File: config.mk
export PLATFORM = sky130hd
export DESIGN_NAME = dbc_core
export DESIGN_NICKNAME = d
export VERILOG_FILES = /design/src/common/dbc_pkg.sv /design/src/hw/dbc_core.sv /design/src/hw/dbc_mem.sv
export VERILOG_INCLUDE_DIRS = /design/src /design/src/common
export SDC_FILE = /design/constraint.sdc
export NUM_CORES = 2
export LEC_CHECK = 0
export BUFFER_PORTS_ARGS = -buffer_cell sky130_fd_sc_hd__buf_4
export CAP_MARGIN = 5
export CORE_UTILIZATION = 46
export DETAILED_ROUTE_END_ITERATION = 10
export SLEW_MARGIN = 20
export SYNTH_ARGS = -nofsm -noshare
export SYNTH_HDL_FRONTEND = slang
export SYNTH_SLANG_ARGS = --single-unit
File: constraint.sdc
create_clock -name i_mclk -period 4 [get_ports i_mclk]
set_input_delay 0.8 -clock i_mclk [delete_from_list [all_inputs] [get_ports i_mclk]]
set_output_delay 0.8 -clock i_mclk [all_outputs]
set_load 0.05 [all_outputs]
File: src/common/dbc_consts.svh
// Offsets, field positions, encodings and timing counts of the bank command logic
`ifndef DBC_CONSTS_SVH
`define DBC_CONSTS_SVH

// Clock rate in MHz
`define DBC_MCLK_MHZ 25

// Address field positions
`define DBC_A_AP 10
`define DBC_COL_W 10

// Command encodings as {ras_n, cas_n, we_n}
`define DBC_OP_ACT 3'h3
`define DBC_OP_READ 3'h5
`define DBC_OP_WRITE 3'h4
`define DBC_OP_PRE 3'h2
`define DBC_OP_REF 3'h1
`define DBC_OP_BST 3'h6

// Read latency and burst length in words
`define DBC_CAS_LAT 3
`define DBC_BL 4

// Partial-array selections
`define DBC_PARTIAL_ARRAY_REFRESH_SELECT_FULL 3'h0
`define DBC_PARTIAL_ARRAY_REFRESH_SELECT_HALF 3'h1
`define DBC_PARTIAL_ARRAY_REFRESH_SELECT_QUARTER 3'h2
`define DBC_PARTIAL_ARRAY_REFRESH_SELECT_EIGHTH 3'h3
`define DBC_PARTIAL_ARRAY_REFRESH_SELECT_SIXTEENTH 3'h4

// Times in ns, or ps for the refresh interval
`define DBC_T_RP_NS 24
`define DBC_T_RAS_NS 42
`define DBC_T_RFC_NS 72
`define DBC_T_XSR_NS 112
`define DBC_T_REFI_PS 7812500

// Least times round up, the refresh interval rounds down
`define DBC_RP_CYC ((`DBC_T_RP_NS * `DBC_MCLK_MHZ + 999) / 1000)
`define DBC_RAS_CYC ((`DBC_T_RAS_NS * `DBC_MCLK_MHZ + 999) / 1000)
`define DBC_RFC_CYC ((`DBC_T_RFC_NS * `DBC_MCLK_MHZ + 999) / 1000)
`define DBC_XSR_CYC ((`DBC_T_XSR_NS * `DBC_MCLK_MHZ + 999) / 1000)
`define DBC_REFI_CYC (`DBC_T_REFI_PS * `DBC_MCLK_MHZ / 1000000)

`endif

File: src/common/dbc_pkg.sv
// Types shared by the bank command logic
package dbc_pkg;

    typedef enum logic [4:0] {
        DBC_NORM = 5'h01,
        DBC_AREF = 5'h02,
        DBC_SREF = 5'h04,
        DBC_XSR = 5'h08,
        DBC_DPD = 5'h10
    } dbc_mode_e;

    typedef struct packed {
        logic cs_n;
        logic ras_n;
        logic cas_n;
        logic we_n;
    } dbc_cmd_s;

    typedef struct packed {
        logic open;
        logic pre;
        logic ap;
        logic [12:0] row;
        logic [3:0] tmr;
        logic [3:0] ras;
    } dbc_bank_s;

    typedef struct packed {
        logic [63:0][15:0] arr;
        logic [15:0] q;
    } dbc_mem_s;

    typedef struct packed {
        dbc_mode_e mode;
        logic [7:0] mtmr;
        dbc_bank_s [3:0] bank;
        logic [14:0] rfc;
        logic [14:0] rfa;
        logic rf_pulse;
        logic last_wr;
        logic rd_on;
        logic rd_ap;
        logic [1:0] rd_ba;
        logic [9:0] rd_col;
        logic [2:0] rd_cnt;
        logic infl;
        logic infl_ok;
        logic [1:0][15:0] buf_d;
        logic [1:0] bcnt;
        logic [1:0] lat;
        logic rd_vld;
        logic [15:0] dq;
        logic dq_oe;
        logic dqs;
        logic dqs_oe;
        logic wr_on;
        logic wr_ap;
        logic [1:0] wr_ba;
        logic [9:0] wr_col;
        logic [2:0] wr_cnt;
        logic [63:0] valid;
    } dbc_core_s;

endpackage

File: src/hw/dbc_core.sv
// Command decode, bank state, burst and refresh logic of the DRAM device
// What this block does
// - ACTIVE opens row A0-A12 in chosen bank
// - READ takes bank, column; A10 auto precharge
// - Write bytes stored only where DM low
// - PRECHARGE A10 high closes all banks
// - Idle after tRP; access needs fresh ACTIVE
// - PRECHARGE to idle or precharging bank ignored
// - Other-bank access allowed during auto precharge
// - Burst terminate cuts latest non-precharge burst
// - Auto refresh uses internal row counter
// - Refresh code with CKE low: self refresh
// - Self refresh covers selected array portion only
// - Deep power-down loses all stored data
// - Auto precharge waits for tRAS minimum
// - Read data after CAS latency, DQS strobed
// - Data lines released after burst ends
// - READ may follow READ any cycle
// - Command decoded from four strobe levels
// - Terminate code with CKE low: deep power-down
// - Partial-array choices full to sixteenth
`timescale 1ns/1ps
`include "dbc_consts.svh"
module dbc_core (
    input wire logic i_mclk,
    input wire logic i_resetn,
    input wire logic i_cke,
    input wire dbc_pkg::dbc_cmd_s i_cmd,
    input wire logic [1:0] i_ba,
    input wire logic [12:0] i_addr,
    input wire logic [15:0] i_dq,
    input wire logic [1:0] i_dm,
    input wire logic i_rd_ready,
    input wire logic [2:0] i_partial_array_refresh_select,
    output logic [15:0] o_dq,
    output logic o_dq_oe,
    output logic o_dqs,
    output logic o_dqs_oe,
    output logic o_rd_valid,
    output logic [3:0] o_bank_open,
    output logic o_rfsh_pulse,
    output logic [14:0] o_rfsh_addr,
    output logic o_self_refresh,
    output logic o_power_down
);

    dbc_pkg::dbc_core_s r;
    dbc_pkg::dbc_core_s n;

    logic [2:0] op;
    logic go;
    logic pop;
    logic push;
    logic fetch;
    logic [1:0] occ;
    logic [15:0] word;
    logic [15:0] mem_q;
    logic [5:0] raddr;
    logic [5:0] waddr;
    logic mem_we;

    // Storage index from bank, top two row bits and column
    function automatic logic [5:0] midx(input logic [1:0] ba, input logic [12:0] row,
                                        input logic [1:0] col);
        midx = {ba, row[12:11], col};
    endfunction

    // Whether a bank and row region is kept in self refresh
    function automatic logic partial_array_refresh_select_keep(input logic [2:0] sel, input logic [1:0] ba,
                                       input logic [1:0] rtop);
        case (sel)
            `DBC_PARTIAL_ARRAY_REFRESH_SELECT_FULL: partial_array_refresh_select_keep = 1'b1;
            `DBC_PARTIAL_ARRAY_REFRESH_SELECT_HALF: partial_array_refresh_select_keep = ~ba[1];
            `DBC_PARTIAL_ARRAY_REFRESH_SELECT_QUARTER: partial_array_refresh_select_keep = (ba == 2'h0);
            `DBC_PARTIAL_ARRAY_REFRESH_SELECT_EIGHTH: partial_array_refresh_select_keep = (ba == 2'h0) & ~rtop[1];
            `DBC_PARTIAL_ARRAY_REFRESH_SELECT_SIXTEENTH: partial_array_refresh_select_keep = (ba == 2'h0) & (rtop == 2'h0);
            default: partial_array_refresh_select_keep = 1'b1;
        endcase
    endfunction

    // Start a precharge unless the bank is idle or already closing
    function automatic dbc_pkg::dbc_bank_s do_pre(input dbc_pkg::dbc_bank_s bk);
        do_pre = bk;
        if (bk.open && !bk.pre) begin
            do_pre.open = 1'b0;
            do_pre.ap = 1'b0;
            do_pre.pre = 1'b1;
            do_pre.tmr = 4'(`DBC_RP_CYC);
        end
    endfunction

    // Command strobe, only in normal mode with CKE high
    assign op = {i_cmd.ras_n, i_cmd.cas_n, i_cmd.we_n};
    assign go = ~i_cmd.cs_n & i_cke & (r.mode == dbc_pkg::DBC_NORM);

    // Two-entry read buffer handshake
    assign push = r.infl;
    assign word = r.infl_ok ? mem_q : 16'h0000;
    assign pop = (r.lat == 2'(`DBC_CAS_LAT)) & (r.bcnt != 2'h0) & i_rd_ready;
    assign occ = r.bcnt + {1'b0, r.infl} - {1'b0, pop};
    assign fetch = r.rd_on & (occ < 2'h2);

    // Storage addresses of the running bursts
    assign raddr = midx(r.rd_ba, r.bank[r.rd_ba].row, r.rd_col[1:0] + r.rd_cnt[1:0]);
    assign waddr = midx(r.wr_ba, r.bank[r.wr_ba].row, r.wr_col[1:0] + r.wr_cnt[1:0]);
    assign mem_we = r.wr_on & r.bank[r.wr_ba].open;

    dbc_mem u_mem (
        .i_mclk(i_mclk),
        .i_resetn(i_resetn),
        .i_we(mem_we),
        .i_be(~i_dm),
        .i_waddr(waddr),
        .i_wdata(i_dq),
        .i_re(fetch),
        .i_raddr(raddr),
        .o_rdata(mem_q)
    );

    // Next state of the whole block
    always_comb begin
        n = r;
        n.rf_pulse = 1'b0;
        n.rd_vld = 1'b0;
        n.infl = fetch;
        n.infl_ok = r.valid[raddr];

        // Bank timers and auto precharge start
        for (int b = 0; b < 4; b++) begin
            if (r.bank[b].ras != 4'h0) begin
                n.bank[b].ras = r.bank[b].ras - 4'h1;
            end
            if (r.bank[b].pre) begin
                n.bank[b].tmr = r.bank[b].tmr - 4'h1;
                if (r.bank[b].tmr <= 4'h1) begin
                    n.bank[b].pre = 1'b0;
                end
            end
            if (r.bank[b].ap && r.bank[b].ras == 4'h0) begin
                n.bank[b] = do_pre(r.bank[b]);
            end
        end

        // Read fetch into the buffer
        if (fetch) begin
            n.rd_cnt = r.rd_cnt + 3'h1;
            if (r.rd_cnt == 3'(`DBC_BL - 1)) begin
                n.rd_on = 1'b0;
                if (r.rd_ap) begin
                    n.bank[r.rd_ba].ap = 1'b1;
                end
            end
        end

        // Buffer push and pop
        case ({push, pop})
            2'b10: begin
                n.buf_d[r.bcnt[0]] = word;
                n.bcnt = r.bcnt + 2'h1;
            end
            2'b01: begin
                n.buf_d[0] = r.buf_d[1];
                n.bcnt = r.bcnt - 2'h1;
            end
            2'b11: begin
                n.buf_d[0] = (r.bcnt == 2'h1) ? word : r.buf_d[1];
                n.buf_d[1] = word;
            end
            default: begin
            end
        endcase

        // Latency count, preamble, data and postamble
        if (r.lat != 2'h0 && r.lat != 2'(`DBC_CAS_LAT)) begin
            n.lat = r.lat + 2'h1;
        end
        if (r.lat == 2'(`DBC_CAS_LAT - 1)) begin
            n.dqs_oe = 1'b1;
            n.dqs = 1'b0;
        end
        if (pop) begin
            n.dq = r.buf_d[0];
            n.dq_oe = 1'b1;
            n.dqs = ~r.dqs;
            n.rd_vld = 1'b1;
        end
        if (r.lat == 2'(`DBC_CAS_LAT) && r.bcnt == 2'h0 && !r.rd_on && !r.infl) begin
            n.lat = 2'h0;
            n.dq_oe = 1'b0;
            n.dq = 16'h0000;
            n.dqs = 1'b0;
        end
        if (r.lat == 2'h0 && !r.dq_oe) begin
            n.dqs_oe = 1'b0;
        end

        // Write burst, one word a cycle
        if (r.wr_on) begin
            n.wr_cnt = r.wr_cnt + 3'h1;
            if (mem_we && i_dm != 2'h3) begin
                n.valid[waddr] = 1'b1;
            end
            if (r.wr_cnt == 3'(`DBC_BL - 1)) begin
                n.wr_on = 1'b0;
                if (r.wr_ap) begin
                    n.bank[r.wr_ba].ap = 1'b1;
                end
            end
        end

        // Commands in normal mode
        if (go) begin
            case (op)
                `DBC_OP_ACT: begin
                    if (!r.bank[i_ba].open && !r.bank[i_ba].pre) begin
                        n.bank[i_ba].open = 1'b1;
                        n.bank[i_ba].row = i_addr;
                        n.bank[i_ba].ras = 4'(`DBC_RAS_CYC);
                    end
                end
                `DBC_OP_READ: begin
                    if (r.bank[i_ba].open) begin
                        n.rd_on = 1'b1;
                        n.rd_ba = i_ba;
                        n.rd_col = i_addr[`DBC_COL_W-1:0];
                        n.rd_cnt = 3'h0;
                        n.rd_ap = i_addr[`DBC_A_AP];
                        n.last_wr = 1'b0;
                        if (n.lat == 2'h0) begin
                            n.lat = 2'h1;
                        end
                    end
                end
                `DBC_OP_WRITE: begin
                    if (r.bank[i_ba].open) begin
                        n.wr_on = 1'b1;
                        n.wr_ba = i_ba;
                        n.wr_col = i_addr[`DBC_COL_W-1:0];
                        n.wr_cnt = 3'h0;
                        n.wr_ap = i_addr[`DBC_A_AP];
                        n.last_wr = 1'b1;
                    end
                end
                `DBC_OP_PRE: begin
                    if (i_addr[`DBC_A_AP]) begin
                        for (int b = 0; b < 4; b++) begin
                            n.bank[b] = do_pre(r.bank[b]);
                        end
                    end else begin
                        n.bank[i_ba] = do_pre(r.bank[i_ba]);
                    end
                end
                `DBC_OP_REF: begin
                    n.mode = dbc_pkg::DBC_AREF;
                    n.mtmr = 8'(`DBC_RFC_CYC);
                    n.rfa = r.rfc;
                    n.rfc = r.rfc + 15'h0001;
                    n.rf_pulse = 1'b1;
                end
                `DBC_OP_BST: begin
                    if (r.last_wr && !r.wr_ap) begin
                        n.wr_on = 1'b0;
                    end else if (!r.last_wr && !r.rd_ap) begin
                        n.rd_on = 1'b0;
                    end
                end
                default: begin
                end
            endcase
        end

        // Power and refresh modes
        case (r.mode)
            dbc_pkg::DBC_NORM: begin
                if (!i_cmd.cs_n && !i_cke && op == `DBC_OP_REF) begin
                    n.mode = dbc_pkg::DBC_SREF;
                    n.mtmr = 8'(`DBC_REFI_CYC);
                    n.rd_on = 1'b0;
                    n.wr_on = 1'b0;
                    for (int i = 0; i < 64; i++) begin
                        if (!partial_array_refresh_select_keep(i_partial_array_refresh_select,
                                       2'(i >> 4), 2'(i >> 2))) begin
                            n.valid[i] = 1'b0;
                        end
                    end
                end else if (!i_cmd.cs_n && !i_cke && op == `DBC_OP_BST) begin
                    n.mode = dbc_pkg::DBC_DPD;
                    n.valid = 64'h0;
                    n.bank = '0;
                    n.rd_on = 1'b0;
                    n.wr_on = 1'b0;
                end
            end
            dbc_pkg::DBC_AREF: begin
                n.mtmr = r.mtmr - 8'h01;
                if (r.mtmr <= 8'h01) begin
                    n.mode = dbc_pkg::DBC_NORM;
                end
            end
            dbc_pkg::DBC_SREF: begin
                if (i_cke) begin
                    n.mode = dbc_pkg::DBC_XSR;
                    n.mtmr = 8'(`DBC_XSR_CYC);
                end else if (r.mtmr <= 8'h01) begin
                    n.mtmr = 8'(`DBC_REFI_CYC);
                    n.rfc = r.rfc + 15'h0001;
                    n.rfa = r.rfc;
                    n.rf_pulse = partial_array_refresh_select_keep(i_partial_array_refresh_select,
                                           r.rfc[14:13], r.rfc[12:11]);
                end else begin
                    n.mtmr = r.mtmr - 8'h01;
                end
            end
            dbc_pkg::DBC_XSR: begin
                n.mtmr = r.mtmr - 8'h01;
                if (r.mtmr <= 8'h01) begin
                    n.mode = dbc_pkg::DBC_NORM;
                end
            end
            dbc_pkg::DBC_DPD: begin
                if (i_cke) begin
                    n.mode = dbc_pkg::DBC_NORM;
                end
            end
            default: begin
                n.mode = dbc_pkg::DBC_NORM;
            end
        endcase
    end

    // State register with synchronous reset
    always_ff @(posedge i_mclk) begin
        if (!i_resetn) begin
            r <= '0;
            r.mode <= dbc_pkg::DBC_NORM;
        end else begin
            r <= n;
        end
    end

    // Outputs straight from the state
    assign o_dq = r.dq;
    assign o_dq_oe = r.dq_oe;
    assign o_dqs = r.dqs;
    assign o_dqs_oe = r.dqs_oe;
    assign o_rd_valid = r.rd_vld;
    assign o_rfsh_pulse = r.rf_pulse;
    assign o_rfsh_addr = r.rfa;
    assign o_self_refresh = (r.mode == dbc_pkg::DBC_SREF);
    assign o_power_down = (r.mode == dbc_pkg::DBC_DPD);
    assign o_bank_open = {r.bank[3].open, r.bank[2].open, r.bank[1].open, r.bank[0].open};

endmodule

File: src/hw/dbc_mem.sv
// Small storage array with byte write enables and registered read data
`timescale 1ns/1ps
module dbc_mem (
    input wire logic i_mclk,
    input wire logic i_resetn,
    input wire logic i_we,
    input wire logic [1:0] i_be,
    input wire logic [5:0] i_waddr,
    input wire logic [15:0] i_wdata,
    input wire logic i_re,
    input wire logic [5:0] i_raddr,
    output logic [15:0] o_rdata
);

    dbc_pkg::dbc_mem_s r;
    dbc_pkg::dbc_mem_s n;

    // Byte-masked write, registered read
    always_comb begin
        n = r;
        if (i_we && i_be[0]) begin
            n.arr[i_waddr][7:0] = i_wdata[7:0];
        end
        if (i_we && i_be[1]) begin
            n.arr[i_waddr][15:8] = i_wdata[15:8];
        end
        if (i_re) begin
            n.q = r.arr[i_raddr];
        end
    end

    // Array content is not cleared by reset
    always_ff @(posedge i_mclk) begin
        if (!i_resetn) begin
            r.q <= 16'h0000;
        end else begin
            r <= n;
        end
    end

    assign o_rdata = r.q;

endmodule

==> results <==
- The effective utilization at floorplan is 46.6%.
- The post-cts sizing count is 0.
- Summing the areas of all compound-gate instances in the mapped netlist gives 8.41% of the synthesized area.
- The most instantiated flip-flop cell in the synthesis netlist is sky130_fd_sc_hd__edfxtp_1.
- The die covers 0.125 mm^2.
- The worst-margin pin slew is 1.19 ns.
- The net count of the mapped netlist is 4794.
- The die is 354 um wide.
- The count of maximum capacitance violations is 0.
- Entering global routing, the biggest net connects 83 pins.
- The detailed router finished its first iteration with 3805 violations.
- The worst hold path begins at i_addr[0].
- In the post-synthesis netlist, the cell with the most instances is sky130_fd_sc_hd__edfxtp_1.
- The total via count after detailed routing is 37.5k.
- Based on the critical path, the design can be clocked at up to 263 MHz.
- Counting I/O delays and the setup requirement, the final critical path takes 3.80 ns.
- The critical path arrival is 4.41 ns.
- The count of nets after finishing is 4850.
- The standard cell core area is 0.122 mm^2.
- The register bit total from synthesis is 1277.
- The final setup violation count is 0.
- The area overhead of the layout relative to synthesis is 12.7%.
- For this block, the routed nets add up to 152 mm of wire.
- The total overflow left after global routing is 0.
- The part of the cycle the worst path needs is 94.9%.
- The floorplan row count is 128.
- The clock tree from TritonCTS is built.
- Summed over its instances, the top area cell type makes up 53.9% of the synthesized netlist area.
- The largest family of logic cells by synthesized area is simple AND/OR/NAND/NOR gates.
- The number of flops mapped to enable cells by yosys is 1024.
- The final count of pins violating max slew is 0.
- Summing the sequential cell areas from Yosys gives 62.8% of the chip area.
- The die is 354 um tall.
- The number of diodes is 0.
- The number of hold-repair buffers added at the cts stage is 0.
- Sorting the synthesized cells by how often they occur yields sky130_fd_sc_hd__edfxtp_1, sky130_fd_sc_hd__nand2_1, sky130_fd_sc_hd__and2_1, sky130_fd_sc_hd__nor2_1, sky130_fd_sc_hd__dfxtp_1.
- The clock sink count is 1277.
- The type of the worst setup path is flip-flop to flip-flop.
- The wire-length estimate of the detail-placed layout is 97.6 mm.
- The clock latency of the later-clocked register in the worst-skew pair is 0.78 ns.
- The cell taking the most area after synthesis is sky130_fd_sc_hd__edfxtp_1.
- The arithmetic-cell share of the synthesized area counting full adders, half adders and majority gates is 0.636%.
- STA puts the critical path data required time at 4.62 ns.
- The critical path launch point type is a flip-flop.
- Setup repair after global routing left no endpoint under its margin.
- The clock arrives with 0.0239 ns of skew.
- After detailed routing, the average wire length per cell comes to 23.4 um.
- Synthesis produced a netlist whose cell count is 4721.
- The power density relative to cell area is 439 mW/mm^2.
- After Yosys synthesis, XOR and XNOR cells account for 0.397% of the synthesized area.
- IR analysis of the VDD net gives a maximum drop of 0.391 mV.
- Fill cells in the final layout number 10.4k.
- For this run, design rule violations remaining after detail routing come to 0.
- The TritonCTS buffer count is 138.
- The analysis attributes to cell leakage a power of 0.0221 uW.
- Measured against its own limit, the worst slew margin works out to 20.0%.
- The largest single stage delay on the critical path is 0.81 ns.
- The most critical setup path has its startpoint at r[152]$_SDFFE_PN0P_.
- The number of antenna violations at the first check in global routing is 4.
- The maximum clock path buffer count is 3.
- Sorting the synthesized cells by area gives the leading types as sky130_fd_sc_hd__edfxtp_1, sky130_fd_sc_hd__dfxtp_1, sky130_fd_sc_hd__and2_1.
- During synthesis, Yosys emitted a total of 0 warnings.
- The flow ran to the end, and the final reports show no timing, DRC or antenna violations.
- The simple-gate share of the synthesized area is 17.3%.
- The launching point of the worst reg2reg path is r[152]$_SDFFE_PN0P_.
- The worst setup path is captured at a flip-flop.
- During placement, the flow inserted port buffers numbering 77.
- Summed over all failing endpoints, the final setup total negative slack is 0 ns.
- The critical path goes through mux4_4, and2_1, buf_4, a22oi_1, a21oi_1, nor4_1, a31oi_1.
- Along the worst path, the maximum fanout reaches 14.
- Of all flip-flops after synthesis, the portion carrying an async set or reset was 0%.
- After clock tree synthesis, the clock-pin slew on the worst setup and hold paths is 0.06 ns.
- The number of optimization iterations in the first detailed-route pass is 6.
- Routability-driven placement finished with a final weighted congestion of 0.860.
- The mean area per synthesized cell is 12.1 um^2.
- The total track usage is 24.2%.
- The type of the tightest min-delay check is primary input to flip-flop.
- The fraction of layout cells with a size suffix above 1 is 13.4%.
- The cell chosen for the clock root is sky130_fd_sc_hd__clkbuf_16.
- The cell area that synthesis handed to floorplanning was 0.0571 mm^2.
- The remaining number of nets flagged by the antenna check after routing is 0.
- The total number of H-tree levels is 4.
- The first global-routing pass estimated 231 mm of wire.
- The via count normalized by instance count is 5.77.
- The number of different library cells used by synthesis comes to 81.
- The number of global-route vias before repair is 36.4k.
- The final-report hold violation count is 0.
- The slowest stage of the critical path belongs to the cell sky130_fd_sc_hd__nor4_1.
- The proportion of synthesized area in mux cells is 7.13%.
- The buffer count from post-CTS setup fixing is 0.
- For this design the top-level I/O count stands at 86.
- The post-route core utilization is 52.6%.
-- flip-flops by register name, indices dropped and copies added, names as in the netlist, 4 cells and up --
register,flops
u_mem.r,1024
r,196
o_dq,16
u_mem.o_rdata,16
o_rfsh_addr,15
o_bank_open,4
-- final timing paths --
| kind | to | slack, ns | cells after the start |
|---|---|---|---|
| setup reg to reg | u_mem.o_rdata[8]$_SDFFE_PN0N_ | 0.20 | 7 |
| hold / removal | r[67]$_SDFFE_PN0P_ | 0.34 | 3 |
| hold reg to reg | r[126]$_SDFFE_PN0P_ | 0.45 | 2 |
| setup / recovery | u_mem.o_rdata[8]$_SDFFE_PN0N_ | 0.20 | 7 |
-- stage by stage --
stage               total power [uW]  setup slack (ns)  hold slack (ns)  cells  area [um^2]
floorplan                      15500             0.592            0.431   4721        57100
global placement               15800             0.392            0.438   6262        59800
detailed placement             15900             0.374            0.443   6262        59800
CTS                            28400             0.358            0.281   6509        64300
global route                   29100             0.168            0.317   6509        64300
finish                         28200             0.203            0.335   6509        64300
-- final cells by class --
cell class / count / area, um^2 / share of cell area [%]
flip-flops and latches: 1277 / 35800 / 55.7
multi-input cells: 3024 / 19400 / 30.2
clock buffers: 182 / 3890 / 6.05
repair buffers: 289 / 2410 / 3.74
well taps: 1625 / 2030 / 3.16
clock inverters: 65 / 563 / 0.876
inverters: 47 / 181 / 0.282
-- kinds of logic (layout without fill, tap and decap cells) --
kind of cell | Yosys count | after routing
buffers and inverters | 420 | 583
xor gates and xnor gates | 21 | 21
and+or+nand+nor | 2011 | 2011
adders and majority gates | 29 | 29
AOI/OAI and AO/OA | 733 | 733
DFF | 1277 | 1277
muxes | 230 | 230
-- where the power goes --
part / internal (uW) / switching [uW] / total [uW]
clock: 7410 / 5220 / 12600
sequential: 14300 / 99.4 / 14400
combinational: 413 / 777 / 1190
-- cells in the final DEF (no fill, tap or decap), drive strengths merged, types with 50 or more instances in the layout --
cell	count
mux2i	87
a21oi	237
o211ai	52
and2	561
inv	50
nand3	103
clkbuf	182
clkinv	51
a22oi	71
nor3	96
buf	289
o21ai	78
edfxtp	1024
nor2	354
nand2	663
a211oi	66
and3	97
mux4	141
dfxtp	253
-- layer usage --
layer,vias up,wire length [um],GRT usage (%)
met2,1342,69400,37.2
li1,17300,-,-
met4,4,3700,7.49
met5,-,21,0
met1,18600,68900,35.4
met3,214,10400,3.97
-- critical path, delay by kind of cell, from the launching register on --
family / cells / cell delay [ns]
mux: 1 / 0.75
flops: 1 / 0.49
compound gates: 3 / 0.64
buf+inv: 1 / 0.35
simple gates: 2 / 1.41
(Power assumes the default switching activity.)
